===== config.mk =====
export PLATFORM = sky130hd
export DESIGN_NAME = itt_interval_timer
export DESIGN_NICKNAME = d
export VERILOG_FILES = /design/src/rtl/itt_pkg.sv /design/src/rtl/itt_interval_timer.sv
export SDC_FILE = /design/constraint.sdc
export NUM_CORES = 1
export LEC_CHECK = 0
export BUFFER_PORTS_ARGS = -buffer_cell sky130_fd_sc_hd__buf_2
export CORE_MARGIN = 5
export CORE_UTILIZATION = 55
export CTS_CLUSTER_DIAMETER = 80
export CTS_CLUSTER_SIZE = 24
export DETAILED_ROUTE_END_ITERATION = 6
export PLACE_DENSITY = 0.72
export SYNTH_ARGS = -nofsm -noshare
export SYNTH_HDL_FRONTEND = slang
export SYNTH_SLANG_ARGS = --single-unit

===== constraint.sdc =====
create_clock -name ref_clk_in -period 9.9 [get_ports ref_clk_in]
set_clock_uncertainty 0.05 [all_clocks]
set_input_delay 0.99 -clock ref_clk_in [delete_from_list [all_inputs] [get_ports ref_clk_in]]
set_output_delay 0.99 -clock ref_clk_in [all_outputs]
set_load 0.01 [all_outputs]

===== src/rtl/itt_pkg.sv =====
package itt_pkg;

  // ----------------------------------------------------------------
  // Register map (local I/O bus byte offsets)
  // ----------------------------------------------------------------
  localparam logic [15:0] OFS_CNT0_DATA  = 16'h4000;
  localparam logic [15:0] OFS_CNT1_DATA  = 16'h4004;
  localparam logic [15:0] OFS_CNT2_DATA  = 16'h4008;
  localparam logic [15:0] OFS_CTRL_BYTE  = 16'h400c;
  localparam logic [15:0] OFS_IRQ_STAT_A = 16'h4010;
  localparam logic [15:0] OFS_IRQ_STAT_B = 16'h4014;
  localparam logic [15:0] OFS_CNT_STRIDE = 16'h0004;

  // ----------------------------------------------------------------
  // Control byte fields
  // ----------------------------------------------------------------
  localparam int CTL_SEL_LO  = 6;
  localparam int CTL_RW_LO   = 4;
  localparam int CTL_MODE_LO = 1;
  localparam int CTL_BCD     = 0;
  localparam int RB_NO_COUNT = 5;  // Read-back: low means latch count
  localparam int RB_NO_STAT  = 4;  // Read-back: low means latch status
  localparam int RB_SEL_LO   = 1;  // Read-back: counter select bits 3:1

  localparam logic [1:0] SEL_READBACK = 2'h3;
  localparam logic [1:0] RW_LATCH     = 2'h0;
  localparam logic [1:0] RW_LSB       = 2'h1;
  localparam logic [1:0] RW_MSB       = 2'h2;
  localparam logic [1:0] RW_BOTH      = 2'h3;

  localparam logic [2:0] MODE_SINGLE  = 3'h0;
  localparam logic [2:0] MODE_TRIG    = 3'h1;
  localparam logic [2:0] MODE_RATE    = 3'h2;
  localparam logic [2:0] MODE_SQUARE  = 3'h3;

  // Interrupt status register bits
  localparam int IRQ_BIT_CNT0 = 0;
  localparam int IRQ_BIT_CNT2 = 1;
  localparam int IRQ_BIT_EN2  = 2;

  // ----------------------------------------------------------------
  // Reset values and timing
  // ----------------------------------------------------------------
  localparam logic [15:0] CNT_RESET  = 16'h0000;
  localparam logic [7:0]  RDATA_NONE = 8'h00;
  localparam int CLK_HZ      = 50_000_000;
  localparam int FAST_HZ     = 10_000_000;
  localparam int FAST_DIV    = CLK_HZ / FAST_HZ;
  localparam logic [2:0] FAST_DIV_LAST = 3'(FAST_DIV - 1);

  // Count down by one in binary or four-digit BCD; zero wraps to the top
  function automatic logic [15:0] itt_dec(input logic [15:0] v, input logic bcd);
    logic [15:0] r;
    logic        borrow;
    r = v;
    borrow = 1'b1;
    if (!bcd) begin
      r = v - 16'h0001;
    end else begin
      for (int k = 0; k < 4; k++) begin
        if (borrow) begin
          if (r[4*k +: 4] == 4'h0) begin
            r[4*k +: 4] = 4'h9;
          end else begin
            r[4*k +: 4] = r[4*k +: 4] - 4'h1;
            borrow = 1'b0;
          end
        end
      end
    end
    return r;
  endfunction

endpackage


===== src/rtl/itt_interval_timer.sv =====
// Notes on behaviour
// RQ1 - Three identical 16-bit counters, each programmed through a byte-wide data register.
// RQ2 - Counter 0 counts external clock edges; its rising output latches a pending request.
// RQ3 - Counter 0 gate input controls its counting when driven.
// RQ4 - Counter 1 is a 10 MHz rate generator driving a pin and controller input 3.
// RQ5 - Counter 2 runs at 10 MHz; when enabled its rising output raises a request.
// RQ6 - Mode 1 counts n to zero on trigger; a new n restarts the count.
// RQ7 - Mode 3 makes a square wave of n 10 MHz periods.
// RQ8 - Six byte registers on consecutive longwords: three data, control, status twice.
// RQ9 - Software configures via control byte and moves counts only through data registers.
// RQ10 - Select field 11 is a read-back command freezing count or status.
// RQ11 - Access field: latch, low only, high only, low then high; persists.
// RQ12 - A full 16-bit transfer takes two successive byte accesses in chosen order.
// RQ13 - Mode field: 011 continuous square wave, 000 single shot.
// RQ14 - Control bit 0 selects binary when clear and BCD when set.
// RQ15 - Completing the data write sequence starts the counter; in mode 1 the counter instead waits for a trigger.
// RQ16 - Interrupt status register sits at two aliases with address and direction dependent effect.
// RQ17 - Any status register access clears pending requests; reads return both request flags.
`timescale 1ns/1ps
module itt_interval_timer
  import itt_pkg::*;
(
  input  wire logic        ref_clk_in,                         // 50 MHz clock
  input  wire logic        rst_in,                             // Async reset, active high
  input  wire logic [15:0] bus_addr_in,                        // Local bus byte offset
  input  wire logic        bus_wr_in,                          // Write strobe, one cycle
  input  wire logic        bus_rd_in,                          // Read strobe, one cycle
  input  wire logic [7:0]  bus_wdata_in,                       // Write data
  output logic      [7:0]  bus_rdata_out,                      // Read data, valid cycle after strobe
  input  wire logic        ext_clk0_in,                        // Counter 0 external clock
  input  wire logic        gate0_in,                           // Counter 0 gate
  input  wire logic        trig1_in,                           // Counter 1 gate/trigger
  input  wire logic        trig2_in,                           // Counter 2 gate/trigger
  output logic             tmr0_pin_out,                       // Counter 0 output
  output logic             tmr1_pin_out,                       // Counter 1 off-module output
  output logic             tmr2_pin_out,                       // Counter 2 off-module output
  output logic             vme_interface_controller_irq3_out,  // Counter 1 to local input 3
  output logic             irq_tmr0_out,                       // Counter 0 request pending
  output logic             irq_tmr2_out                        // Counter 2 request pending
);

  // ----------------------------------------------------------------
  // Shared state
  // ----------------------------------------------------------------
  logic [15:0] cnt_q      [3];
  logic [15:0] reload_q   [3];
  logic [15:0] latch_q    [3];
  logic [7:0]  status_q   [3];
  logic [7:0]  rd_byte    [3];
  logic [7:0]  wlow_q     [3];
  logic [1:0]  rw_q       [3];
  logic [2:0]  mode_q     [3];
  logic [2:0]  tick;
  logic [2:0]  gate;
  logic [2:0]  data_wr;
  logic [2:0]  data_rd;
  logic [2:0]  bcd_q;
  logic [2:0]  out_q;
  logic [2:0]  out_prev_q;
  logic [2:0]  run_q;
  logic [2:0]  load_pend_q;
  logic [2:0]  null_q;
  logic [2:0]  wflip_q;
  logic [2:0]  rflip_q;
  logic [2:0]  latch_v_q;
  logic [2:0]  status_v_q;
  logic [2:0]  gate_prev_q;
  logic [2:0]  trig_q;
  logic [2:0]  fast_cnt_q;
  logic        fast_tick_q;
  logic        ext_prev_q;
  logic        irq0_q;
  logic        irq2_q;
  logic        irq2_en_q;
  logic        ctl_wr;
  logic        irq_acc;
  logic [7:0]  rdata_q;

  // ----------------------------------------------------------------
  // Address decode
  // ----------------------------------------------------------------
  // Control and status register decode
  assign ctl_wr  = bus_wr_in && (bus_addr_in == OFS_CTRL_BYTE);
  assign irq_acc = (bus_wr_in || bus_rd_in) &&
                   ((bus_addr_in == OFS_IRQ_STAT_A) || (bus_addr_in == OFS_IRQ_STAT_B));  // RQ16

  // ----------------------------------------------------------------
  // Count clocks
  // ----------------------------------------------------------------
  // 10 MHz tick from the 50 MHz clock; one pulse per five cycles
  always_ff @(posedge ref_clk_in or posedge rst_in) begin
    if (rst_in) begin
      fast_cnt_q  <= 3'h0;
      fast_tick_q <= 1'b0;
    end else begin
      fast_tick_q <= (fast_cnt_q == FAST_DIV_LAST);
      fast_cnt_q  <= (fast_cnt_q == FAST_DIV_LAST) ? 3'h0 : fast_cnt_q + 3'h1;
    end
  end

  // External clock edge; the pin must stay below half the system clock rate
  always_ff @(posedge ref_clk_in or posedge rst_in) begin
    if (rst_in) begin
      ext_prev_q <= 1'b0;
    end else begin
      ext_prev_q <= ext_clk0_in;
    end
  end

  assign tick = {fast_tick_q, fast_tick_q, ext_clk0_in & ~ext_prev_q};  // RQ2 RQ4 RQ5
  assign gate = {trig2_in, trig1_in, gate0_in};                         // RQ3

  // ----------------------------------------------------------------
  // Counters
  // ----------------------------------------------------------------
  for (genvar i = 0; i < 3; i++) begin : g_cnt
    logic [15:0] next_n;
    logic        done;
    logic        ctl_mine;
    logic        rb_mine;
    logic [15:0] dec_v;
    logic [15:0] src;

    assign data_wr[i] = bus_wr_in && (bus_addr_in == OFS_CNT0_DATA + 16'(i) * OFS_CNT_STRIDE);  // RQ8 RQ1
    assign data_rd[i] = bus_rd_in && (bus_addr_in == OFS_CNT0_DATA + 16'(i) * OFS_CNT_STRIDE);  // RQ8
    assign ctl_mine   = ctl_wr && (bus_wdata_in[CTL_SEL_LO +: 2] == 2'(i));                    // RQ10
    assign rb_mine    = ctl_wr && (bus_wdata_in[CTL_SEL_LO +: 2] == SEL_READBACK)
                        && bus_wdata_in[RB_SEL_LO + i];                                         // RQ10
    assign dec_v      = itt_dec(cnt_q[i], bcd_q[i]);                                            // RQ14

    // Assemble the written count and flag the end of the byte sequence
    always_comb begin
      next_n = {8'h00, bus_wdata_in};
      done   = 1'b0;
      unique case (rw_q[i])
        RW_LSB: begin
          done = data_wr[i];                                                   // RQ11
        end
        RW_MSB: begin
          next_n = {bus_wdata_in, 8'h00};
          done   = data_wr[i];                                                 // RQ11
        end
        RW_BOTH: begin
          next_n = {bus_wdata_in, wlow_q[i]};
          done   = data_wr[i] && wflip_q[i];                                   // RQ12
        end
        default: begin
          done = 1'b0;
        end
      endcase
    end

    // Write byte pointer; low byte is held until the high byte arrives
    always_ff @(posedge ref_clk_in or posedge rst_in) begin
      if (rst_in) begin
        wflip_q[i] <= 1'b0;
        wlow_q[i]  <= 8'h00;
      end else if (ctl_mine && bus_wdata_in[CTL_RW_LO +: 2] != RW_LATCH) begin
        wflip_q[i] <= 1'b0;
      end else if (data_wr[i] && rw_q[i] == RW_BOTH) begin
        wflip_q[i] <= ~wflip_q[i];                                             // RQ12
        if (!wflip_q[i]) begin
          wlow_q[i] <= bus_wdata_in;
        end
      end
    end

    // Configuration, persists until the next non-latch control byte for this counter
    always_ff @(posedge ref_clk_in or posedge rst_in) begin
      if (rst_in) begin
        rw_q[i]   <= RW_LSB;
        mode_q[i] <= MODE_SINGLE;
        bcd_q[i]  <= 1'b0;
      end else if (ctl_mine && bus_wdata_in[CTL_RW_LO +: 2] != RW_LATCH) begin
        rw_q[i]   <= bus_wdata_in[CTL_RW_LO +: 2];                             // RQ11
        mode_q[i] <= bus_wdata_in[CTL_MODE_LO +: 3];                           // RQ13
        bcd_q[i]  <= bus_wdata_in[CTL_BCD];                                    // RQ14
      end
    end

    // Trigger capture: a gate rising edge waits here for the next count tick
    always_ff @(posedge ref_clk_in or posedge rst_in) begin
      if (rst_in) begin
        gate_prev_q[i] <= 1'b0;
        trig_q[i]      <= 1'b0;
      end else begin
        gate_prev_q[i] <= gate[i];
        if (gate[i] && !gate_prev_q[i]) begin
          trig_q[i] <= 1'b1;
        end else if (tick[i] || ctl_mine) begin
          trig_q[i] <= 1'b0;
        end
      end
    end

    // Counting engine; a non-latch control byte stops the counter until a count is loaded, or in mode 1 until a trigger
    always_ff @(posedge ref_clk_in or posedge rst_in) begin
      if (rst_in) begin
        cnt_q[i]       <= CNT_RESET;
        reload_q[i]    <= CNT_RESET;
        run_q[i]       <= 1'b0;
        load_pend_q[i] <= 1'b0;
        null_q[i]      <= 1'b0;
        out_q[i]       <= 1'b0;
      end else if (ctl_mine && bus_wdata_in[CTL_RW_LO +: 2] != RW_LATCH) begin
        run_q[i]       <= 1'b0;
        load_pend_q[i] <= 1'b0;
        null_q[i]      <= 1'b1;
        out_q[i]       <= (bus_wdata_in[CTL_MODE_LO +: 3] != MODE_SINGLE);     // RQ13
      end else begin
        if (done) begin
          reload_q[i]    <= next_n;
          load_pend_q[i] <= 1'b1;                                              // RQ15
          null_q[i]      <= 1'b1;
        end
        if (tick[i]) begin
          unique case (mode_q[i])
            MODE_TRIG: begin
              if (trig_q[i] || (load_pend_q[i] && run_q[i])) begin
                cnt_q[i]       <= reload_q[i];                                 // RQ6
                out_q[i]       <= 1'b0;
                run_q[i]       <= 1'b1;
                load_pend_q[i] <= done;
                null_q[i]      <= done;
              end else if (run_q[i]) begin
                cnt_q[i] <= dec_v;                                             // RQ6
                if (cnt_q[i] == 16'h0001) begin
                  out_q[i] <= 1'b1;
                  run_q[i] <= 1'b0;
                end
              end
            end
            MODE_RATE, MODE_SQUARE: begin
              if (load_pend_q[i] && !run_q[i]) begin
                cnt_q[i]       <= reload_q[i];                                 // RQ15
                out_q[i]       <= 1'b1;
                run_q[i]       <= 1'b1;
                load_pend_q[i] <= done;
                null_q[i]      <= done;
              end else if (run_q[i] && gate[i]) begin
                if (cnt_q[i] == 16'h0001) begin
                  cnt_q[i]       <= reload_q[i];                               // RQ4 RQ5
                  out_q[i]       <= 1'b1;
                  load_pend_q[i] <= done;
                  null_q[i]      <= done;
                end else if (mode_q[i] == MODE_RATE) begin
                  cnt_q[i] <= dec_v;
                  out_q[i] <= (cnt_q[i] != 16'h0002);                          // RQ4
                end else begin
                  cnt_q[i] <= dec_v;
                  out_q[i] <= (dec_v > {1'b0, reload_q[i][15:1]});             // RQ7
                end
              end
            end
            default: begin
              if (load_pend_q[i]) begin
                cnt_q[i]       <= reload_q[i];                                 // RQ15
                out_q[i]       <= 1'b0;
                run_q[i]       <= 1'b1;
                load_pend_q[i] <= done;
                null_q[i]      <= done;
              end else if (run_q[i] && gate[i]) begin
                cnt_q[i] <= dec_v;                                             // RQ13
                if (cnt_q[i] == 16'h0001) begin
                  out_q[i] <= 1'b1;
                  run_q[i] <= 1'b0;
                end
              end
            end
          endcase
        end
      end
    end

    // Count and status latches, frozen until software has read them
    always_ff @(posedge ref_clk_in or posedge rst_in) begin
      if (rst_in) begin
        latch_q[i]    <= CNT_RESET;
        latch_v_q[i]  <= 1'b0;
        status_q[i]   <= 8'h00;
        status_v_q[i] <= 1'b0;
        rflip_q[i]    <= 1'b0;
      end else begin
        if ((ctl_mine && bus_wdata_in[CTL_RW_LO +: 2] == RW_LATCH)
            || (rb_mine && !bus_wdata_in[RB_NO_COUNT])) begin
          if (!latch_v_q[i]) begin
            latch_q[i]   <= cnt_q[i];                                          // RQ11 RQ10
            latch_v_q[i] <= 1'b1;
          end
        end else if (ctl_mine) begin
          rflip_q[i] <= 1'b0;
        end else if (data_rd[i] && !status_v_q[i]) begin
          if (rw_q[i] == RW_BOTH) begin
            rflip_q[i] <= ~rflip_q[i];                                         // RQ12
          end
          if (rw_q[i] != RW_BOTH || rflip_q[i]) begin
            latch_v_q[i] <= 1'b0;
          end
        end
        if (rb_mine && !bus_wdata_in[RB_NO_STAT] && !status_v_q[i]) begin
          status_q[i]   <= {out_q[i], null_q[i], rw_q[i], mode_q[i], bcd_q[i]};  // RQ10
          status_v_q[i] <= 1'b1;
        end else if (data_rd[i]) begin
          status_v_q[i] <= 1'b0;
        end
      end
    end

    // Byte presented by this counter's data register
    always_comb begin
      src = latch_v_q[i] ? latch_q[i] : cnt_q[i];
      if (status_v_q[i]) begin
        rd_byte[i] = status_q[i];                                              // RQ10
      end else if (rw_q[i] == RW_MSB || (rw_q[i] == RW_BOTH && rflip_q[i])) begin
        rd_byte[i] = src[15:8];                                                // RQ12
      end else begin
        rd_byte[i] = src[7:0];
      end
    end
  end

  // ----------------------------------------------------------------
  // Interrupt status
  // ----------------------------------------------------------------
  // Output history for rising edge detection
  always_ff @(posedge ref_clk_in or posedge rst_in) begin
    if (rst_in) begin
      out_prev_q <= 3'h0;
    end else begin
      out_prev_q <= out_q;
    end
  end

  // Pending flags; a new edge in the clearing cycle wins over the clear
  always_ff @(posedge ref_clk_in or posedge rst_in) begin
    if (rst_in) begin
      irq0_q    <= 1'b0;
      irq2_q    <= 1'b0;
      irq2_en_q <= 1'b0;
    end else begin
      if (out_q[0] && !out_prev_q[0]) begin
        irq0_q <= 1'b1;                                                        // RQ2
      end else if (irq_acc) begin
        irq0_q <= 1'b0;                                                        // RQ17
      end
      if (out_q[2] && !out_prev_q[2] && irq2_en_q) begin
        irq2_q <= 1'b1;                                                        // RQ5
      end else if (irq_acc) begin
        irq2_q <= 1'b0;                                                        // RQ17
      end
      if (bus_wr_in && bus_addr_in == OFS_IRQ_STAT_B) begin
        irq2_en_q <= bus_wdata_in[IRQ_BIT_EN2];                                // RQ16
      end
    end
  end

  // ----------------------------------------------------------------
  // Read data
  // ----------------------------------------------------------------
  // Registered read mux; unmapped offsets and the write-only control byte read zero
  always_ff @(posedge ref_clk_in or posedge rst_in) begin
    if (rst_in) begin
      rdata_q <= RDATA_NONE;
    end else if (bus_rd_in) begin
      rdata_q <= RDATA_NONE;
      for (int k = 0; k < 3; k++) begin
        if (data_rd[k]) begin
          rdata_q <= rd_byte[k];                                               // RQ9
        end
      end
      if (irq_acc) begin
        rdata_q[IRQ_BIT_CNT0] <= irq0_q;                                       // RQ17
        rdata_q[IRQ_BIT_CNT2] <= irq2_q;
        rdata_q[IRQ_BIT_EN2]  <= irq2_en_q;
      end
    end
  end

  assign bus_rdata_out                     = rdata_q;
  assign tmr0_pin_out                      = out_q[0];
  assign tmr1_pin_out                      = out_q[1];
  assign tmr2_pin_out                      = out_q[2];
  assign vme_interface_controller_irq3_out = out_q[1];   // RQ4
  assign irq_tmr0_out                      = irq0_q;
  assign irq_tmr2_out                      = irq2_q;

endmodule


==> results of run 1 <==
==> synth_stat cells, types with 21 or more instances <==
cell,number
dfrtp_1,255
nand2_1,185
mux2_2,114
o21ai_0,112
inv_1,91
nor2_1,89
clkbuf_1,73
ha_1,65
mux2i_1,64
a21oi_1,60
nand3_1,30
mux4_2,24
a22oi_1,21
==> cells by family (layout without fill, tap and decap cells) <==
logic type / count (synthesis) / in the layout
and+or+nand+nor: 464 / 464
buffers and inverters: 187 / 174
adders and majority gates: 65 / 65
DFF: 258 / 258
AOI/OAI and AO/OA: 364 / 364
xor gates and xnor gates: 25 / 25
muxes: 202 / 202
other: 0 / 2
==> sequential cells by signal (all words and copies together), names as in the netlist, 6 cells and up <==
signal	cells
rw_q	6
latch_q	48
wlow_q	24
bus_rdata_out	8
reload_q	48
mode_q	9
cnt_q	48
status_q	24
==> cells in the final DEF (no fill, tap or decap), types with 14 or more instances in the layout <==
cell / n
nand2_1: 185
mux2_2: 114
mux2i_1: 64
a21oi_1: 60
xnor2_1: 18
inv_1: 90
o21a_1: 16
nand2b_1: 17
o31ai_1: 17
o211ai_1: 18
clkbuf_16: 17
buf_2: 45
mux4_2: 24
nor2_1: 89
nor4_1: 16
nor2b_1: 14
dfrtp_1: 255
a22oi_1: 21
o21ai_0: 111
ha_1: 65
or2_2: 15
nor3_1: 20
nand4_1: 20
o21ai_1: 16
nand3_1: 30
==> metal layers <==
metal | routed length, µm | global-route usage
met4 | 1363 | 0.07995
met3 | 2224 | 0.04016
met2 | 18340 | 0.4052
met5 | 0 | 0
met1 | 17780 | 0.3665
==> stage by stage <==
step	cell area, µm²	setup WS (ns)	hold WS, ns
2_1_floorplan	15360	1.767	0.3496
3_3_place_gp	15740	5.976	0.3545
3_5_place_dp	15740	5.881	0.3629
4_1_cts	16270	5.829	0.3763
5_1_grt	16270	5.403	0.3965
6_report	16270	5.804	0.3868
==> worst max-delay path by stage <==
stage | from | endpoint | cells past startpoint
after floorplan | rst_in | bcd_q[0] | 1
after global placement | cnt_q[16] | tmr1_pin_out | 12
after detailed placement | cnt_q[16] | tmr1_pin_out | 13
after CTS | cnt_q[16] | tmr1_pin_out | 13
after global routing | cnt_q[16] | tmr1_pin_out | 13
final | cnt_q[16] | tmr1_pin_out | 13
==> area by class of cell <==
type,count,area (µm²)
clock buffer,19,432.9
clock inverter,9,95.09
fill,2361,11430
multi-input combinational,1120,8159
timing repair buffer,55,300.3
sequential,258,6460
tap,378,473.0
inverter,91,349.1
antenna,2,5.005
==> report_power, final <==
| group | switching [mW] | leakage (nW) | internal [mW] |
|---|---|---|---|
| logic | 0.161 | 3.82 | 0.104 |
| registers | 0.0416 | 3.43 | 1.07 |
| clock network | 0.400 | 0.256 | 0.334 |
==> reports/results.ini, run 1 <==
[status]
outcome = finished clean

[setup_path]
reg2reg_slack_ns = 5.80
start_kind = register
reg2reg_to = tmr1_pin_out
critPathArrivalTime_ns = 4.42
path_buf_inv = 1
crit_fanout = 9
rr_worst_depth = 13
cpMostUsedCell = ha_1
end_kind = register
slowest_delay_ns = 0.65
reg2reg_from = cnt_q[16]
cp.required_ns = 10.23
cp_cell_sequence = inv_1, ha_1, nor4b_1, a22oi_1, nor4_1, xnor2_1, ha_1, nand4_1, or2_2, o32a_1, o41ai_1, a311o_1, o211ai_1
crit_family = simple AND/OR/NAND/NOR gates
critical_path_class = register to register
cp_slowest_cell = nor4b_1

[flow_run]
drv_cap = 0

[floorplan]
dieArea_um2 = 31370
die_width_um = 177.1
pin_count = 46
core_um2 = 27710
start_util = 0.5544
rows = 61
die_h_um = 177.1

[min_path]
min_to = irq_tmr2_out
min_path_type = register to register
worstHoldStart = out_prev_q[2]
hold_path_depth = 1

[grt]
grt_pass1_vias = 11550
grt_pass1_wl_um = 64480
antenna_found_initial = 2
track_usage = 0.2564
overflow = 0
grt_start_max_net_pins = 118

[route]
vias = 12000
viasPerCell = 6.210
routedWlPerCell_um = 20.55
drc = 0
postRouteAntennaNets = 0
first_pass_iters = 7
drt-initial-drc-count = 1189
routed_wl_um = 39710

[clock_tree]
cts_hold_buf = 0
post_cts_resize_count = 0
path_clk_slew_ns = 0.10
cts.sinks = 258
cts.path.max_buffers = 3
cts_setup_buffers = 0
cts_tree = yes
h-tree-depth = 1
numCtsBuffers = 17
cts_root_buf = clkbuf_16
clkLatencyLatePin_ns = 0.51

[logic_synthesis]
synth_enable_flop_cells = 0
syn_inst = 1565
yosys.area_share.adder = 0.05294
synth_simple_gate_area_frac = 0.1507
synthTopCellsByArea = dfrtp_1, mux2_2, ha_1
muxShareOfSynthArea = 0.1605
synth_area_per_cell_um2 = 9.815
yosys.area.top_type = dfrtp_1
synthArstFlopShare = 1.000
synth.distinct_cells = 81
synthesis.area_um2 = 15360
synthXorXnorAreaFrac = 0.01425
synth_top_family_by_area = multiplexers
syn-num-nets = 1662
synth_top_area_frac = 0.4154
synth_compound_area_frac = 0.1523
ys_ff_latch = 258
synth_flop_cell = dfrtp_1
yosys_warnings = 0
ys_seq_area_frac = 0.4205

[power]
power_density_nw_per_um2 = 129.9
ir_drop_uv = 221.2
p_leak_nw = 7.507
finalPower_mw = 2.114

[sta]
fmax_ghz = 0.2441
hold_viol_final = 0
rsz0062_at_grt = no
fin_crit_sh = 0.4138
drv_slew = 0
setup_viol = 0
tightest_slew_ns = 1.211
finalSetupTns_ns = 0
period_minus_slack_ns = 4.096
slew_headroom = 0.1926

[final_layout]
area_growth_pct = 5.946
drive_gt1_frac = 0.1675
final_cells = 1932
nets = 1640
fin_util = 0.5874

[placement]
dp_hpwl_um = 28490
dp_cells = 1902
numPortBuffers = 45
gp_congestion = 0.9565

Power figures use the tool's default switching activity.
==> inputs of run 2 (changes only) <==
--- a/config.mk
+++ b/config.mk
@@ -11,7 +11,7 @@
 export CTS_CLUSTER_DIAMETER = 80
 export CTS_CLUSTER_SIZE = 24
 export DETAILED_ROUTE_END_ITERATION = 6
-export PLACE_DENSITY = 0.72
+export PLACE_DENSITY = 0.75
 export SYNTH_ARGS = -nofsm -noshare
 export SYNTH_HDL_FRONTEND = slang
 export SYNTH_SLANG_ARGS = --single-unit
==> constraint.sdc (replaced) <==
create_clock -name ref_clk_in -period 3.45 [get_ports ref_clk_in]
set_clock_uncertainty 0.05 [all_clocks]
set_input_delay 0.345 -clock ref_clk_in [delete_from_list [all_inputs] [get_ports ref_clk_in]]
set_output_delay 0.345 -clock ref_clk_in [all_outputs]
set_load 0.01 [all_outputs]
==> run 2 against run 1 <==
Cell count rose by 4.5%. First-iteration DRC count grew 29%. Combinational power grew to 3.3 times the previous value. Worst setup slack lost 5.7 ns. Utilization increased by 3.1 points. Global-route usage is 0.97 points higher. Worst hold slack worse by 0.17 ns. Register-to-register slack worse by 5.7 ns. Via count rose by 4.3%. Clock-buffer cell count up 3. Sequential share of layout area decreased by 2.0 points. Cell area increased by 5.3%. Critical path type unchanged. Largest power group unchanged.
==> reports/results.ini, run 2 (synthesis results as in run 1) <==
[status]
outcome = finished clean  ; unchanged

[setup_path]
cp.required_ns = 3.80  ; was 10.23 ns
reg2reg_to = tmr2_pin_out  ; was tmr1_pin_out
reg2reg_slack_ns = 0.06  ; was 5.80 ns
critPathCapture = tmr2_pin_out  ; was tmr1_pin_out
crit_start = cnt_q[5]  ; was cnt_q[16]
critPathArrivalTime_ns = 3.74  ; was 4.42 ns
end_kind = register  ; unchanged
slowest_delay_ns = 0.58  ; was 0.65 ns
critical_path_depth = 12  ; was 13
rr_worst_depth = 12  ; was 13
cp_cell_sequence = or4_4, or4_4, o2bb2ai_2, a221o_1, ha_1, nand4_1, or2_4, o32a_1, o41ai_2, buf_4, a41oi_2, o21a_1  ; was inv_1, ha_1, nor4b_1, a22oi_1, nor4_1, xnor2_1, ha_1, nand4_1, or2_2, o32a_1, o41ai_1, a311o_1, o211ai_1
crit_family = simple AND/OR/NAND/NOR gates  ; unchanged
cpMostUsedCell = or4_4  ; was ha_1
critical_path_class = register to register  ; unchanged
reg2reg_from = cnt_q[5]  ; was cnt_q[16]
path_buf_inv = 1  ; unchanged
crit_fanout = 4  ; was 9
start_kind = register  ; unchanged
cp_slowest_cell = or4_4  ; was nor4b_1

[clock_tree]
path_clk_slew_ns = 0.09  ; was 0.10 ns
cts.path.max_buffers = 3  ; unchanged
clkLatencyLatePin_ns = 0.51  ; about the same
numCtsBuffers = 16  ; was 17
h-tree-depth = 1  ; unchanged
cts_root_buf = clkbuf_16  ; unchanged
cts_tree = yes  ; unchanged
cts.sinks = 258  ; unchanged

[floorplan]
pin_count = 46  ; unchanged
die_h_um = 177.1  ; unchanged
core_um2 = 27710  ; unchanged
dieArea_um2 = 31370  ; unchanged
start_util = 0.5544  ; unchanged
die_width_um = 177.1  ; unchanged
rows = 61  ; unchanged

[placement]
dp_cells = 1978  ; was 1902
numPortBuffers = 45  ; unchanged
dpl_worst_slack_ns = -0.1149  ; was 5.881 ns
placed_area_um2 = 16360  ; was 15740 µm²
gp_congestion = 0.9541  ; was 0.9565
dp_hpwl_um = 30340  ; was 28490 µm

[power]
clockPowerShare = 0.349  ; was 0.347
p_leak_nw = 7.984  ; was 7.507 nW
power_density_nw_per_um2 = 362.2  ; was 129.9 nW/µm²
p_int_mw = 4.482  ; was 1.512 mW
power_switching_mw = 1.723  ; was 0.6022 mW
power_frac_seq = 0.511  ; was 0.527
p_sw_frac = 0.2776  ; was 0.2848
finalPower_mw = 6.205  ; was 2.114 mW
ir_drop_uv = 409.1  ; was 221.2 µV
power_frac_comb = 0.140  ; was 0.125

[final_layout]
fin_util = 0.6184  ; was 0.5874
final_common_cell = dfrtp_1  ; unchanged
finish.instance_area_um2 = 17130  ; was 16270 µm²
reg.largest.list = cnt_q: 48 flops, latch_q: 48 flops, reload_q: 48 flops  ; unchanged
final_cells = 2018  ; was 1932
nets = 1726  ; was 1640
area_growth_pct = 11.53  ; was 5.946%
final_cell_mix = dfrtp_1, nand2_1, mux2_2  ; unchanged
drive_gt1_frac = 0.2209  ; was 0.1675

[grt]
overflow = 0  ; unchanged
grt_pass1_wl_um = 67140  ; was 64480 µm
grt_pass1_vias = 12280  ; was 11550
antenna_found_initial = 3  ; was 2
track_usage = 0.2661  ; was 0.2564
grt_start_max_net_pins = 100  ; was 118

[sta]
tightest_slew_ns = 1.244  ; was 1.211 ns
period_minus_slack_ns = 3.390  ; was 4.096 ns
hold_viol_final = 0  ; unchanged
fin_crit_sh = 0.9827  ; was 0.4138
fmax_ghz = 0.2950  ; was 0.2441 GHz
finalSetupTns_ns = 0  ; unchanged
drv_slew = 0  ; unchanged
hold_slack_ns = 0.2190  ; was 0.3868 ns
slew_headroom = 0.1708  ; was 0.1926
setup_ws_ns = 0.05970  ; was 5.804 ns
rsz0062_at_grt = yes  ; was no
setup_viol = 0  ; unchanged

[route]
viasPerCell = 6.201  ; was 6.210
routedWlPerCell_um = 20.58  ; was 20.55 µm
vias = 12510  ; was 12000
drt-initial-drc-count = 1535  ; was 1189
drc = 0  ; unchanged
postRouteAntennaNets = 0  ; unchanged
first_pass_iters = 5  ; was 7
routed_wl_um = 41520  ; was 39710 µm

[flow_run]
drv_cap = 0  ; unchanged

[min_path]
min_path_type = input pin to register  ; was register to register
worstHoldStart = bus_wdata_in[1]  ; was out_prev_q[2]

==> run 2: per-layer routing <==
metal,share of wire,up-vias,global-route usage,routed length [µm]
met5,0.00067,-,0,28
met4,0.031,4,0.07189,1287
met3,0.064,94,0.04358,2676
met2,0.47,420,0.4331,19470
met1,0.43,6217,0.3733,18060
li1,-,5779,-,-
==> run 2: worst min path at each step <==
stage / depth (start not counted) / slack (ns) / endpoint
floorplan: 0 / 0.33 / ext_prev_q
global placement: 1 / 0.36 / irq_tmr0_out
detailed placement: 1 / 0.36 / irq_tmr0_out
CTS: 3 / 0.20 / mode_q[6]
global route: 3 / 0.22 / mode_q[6]
finish: 3 / 0.22 / mode_q[6]
==> run 2: tightest hold or removal path, delay by kind of cell <==
family                 cells  cell delay, ns
buffers and inverters      1            0.24
and+or+nand+nor            2            0.15
==> run 2: area by class of cell <==
type | count | area [µm²]
diodes | 1 | 2.502
clock buffers | 22 | 464.2
clock inverters | 6 | 90.09
fillers | 2285 | 10570
inverters | 91 | 345.3
multi-input cells | 1120 | 8307
flip-flops and latches | 258 | 6460
well taps | 378 | 473.0
repair buffers | 142 | 991.0
==> run 2: repair_timing <==
item | 4_1_cts | 5_1_grt
hold buffers | 5 | 0
resized for setup | 2 | 24
buffers inserted | 1 | 5
setup endpoints to repair | 2 | 2
endpoints found under the hold margin | 30 | 0
pin swaps | 4 | 16
==> run 2: power by group through the flow <==
stage                     logic, mW  registers [mW]  clock network (mW)
after floorplan               0.578            3.20                   0
after global placement        0.820            3.23                   0
after global routing          0.960            3.18                2.31
after CTS                     0.858            3.17                2.21
after detailed placement      0.849            3.23                   0
final                         0.869            3.17                2.16
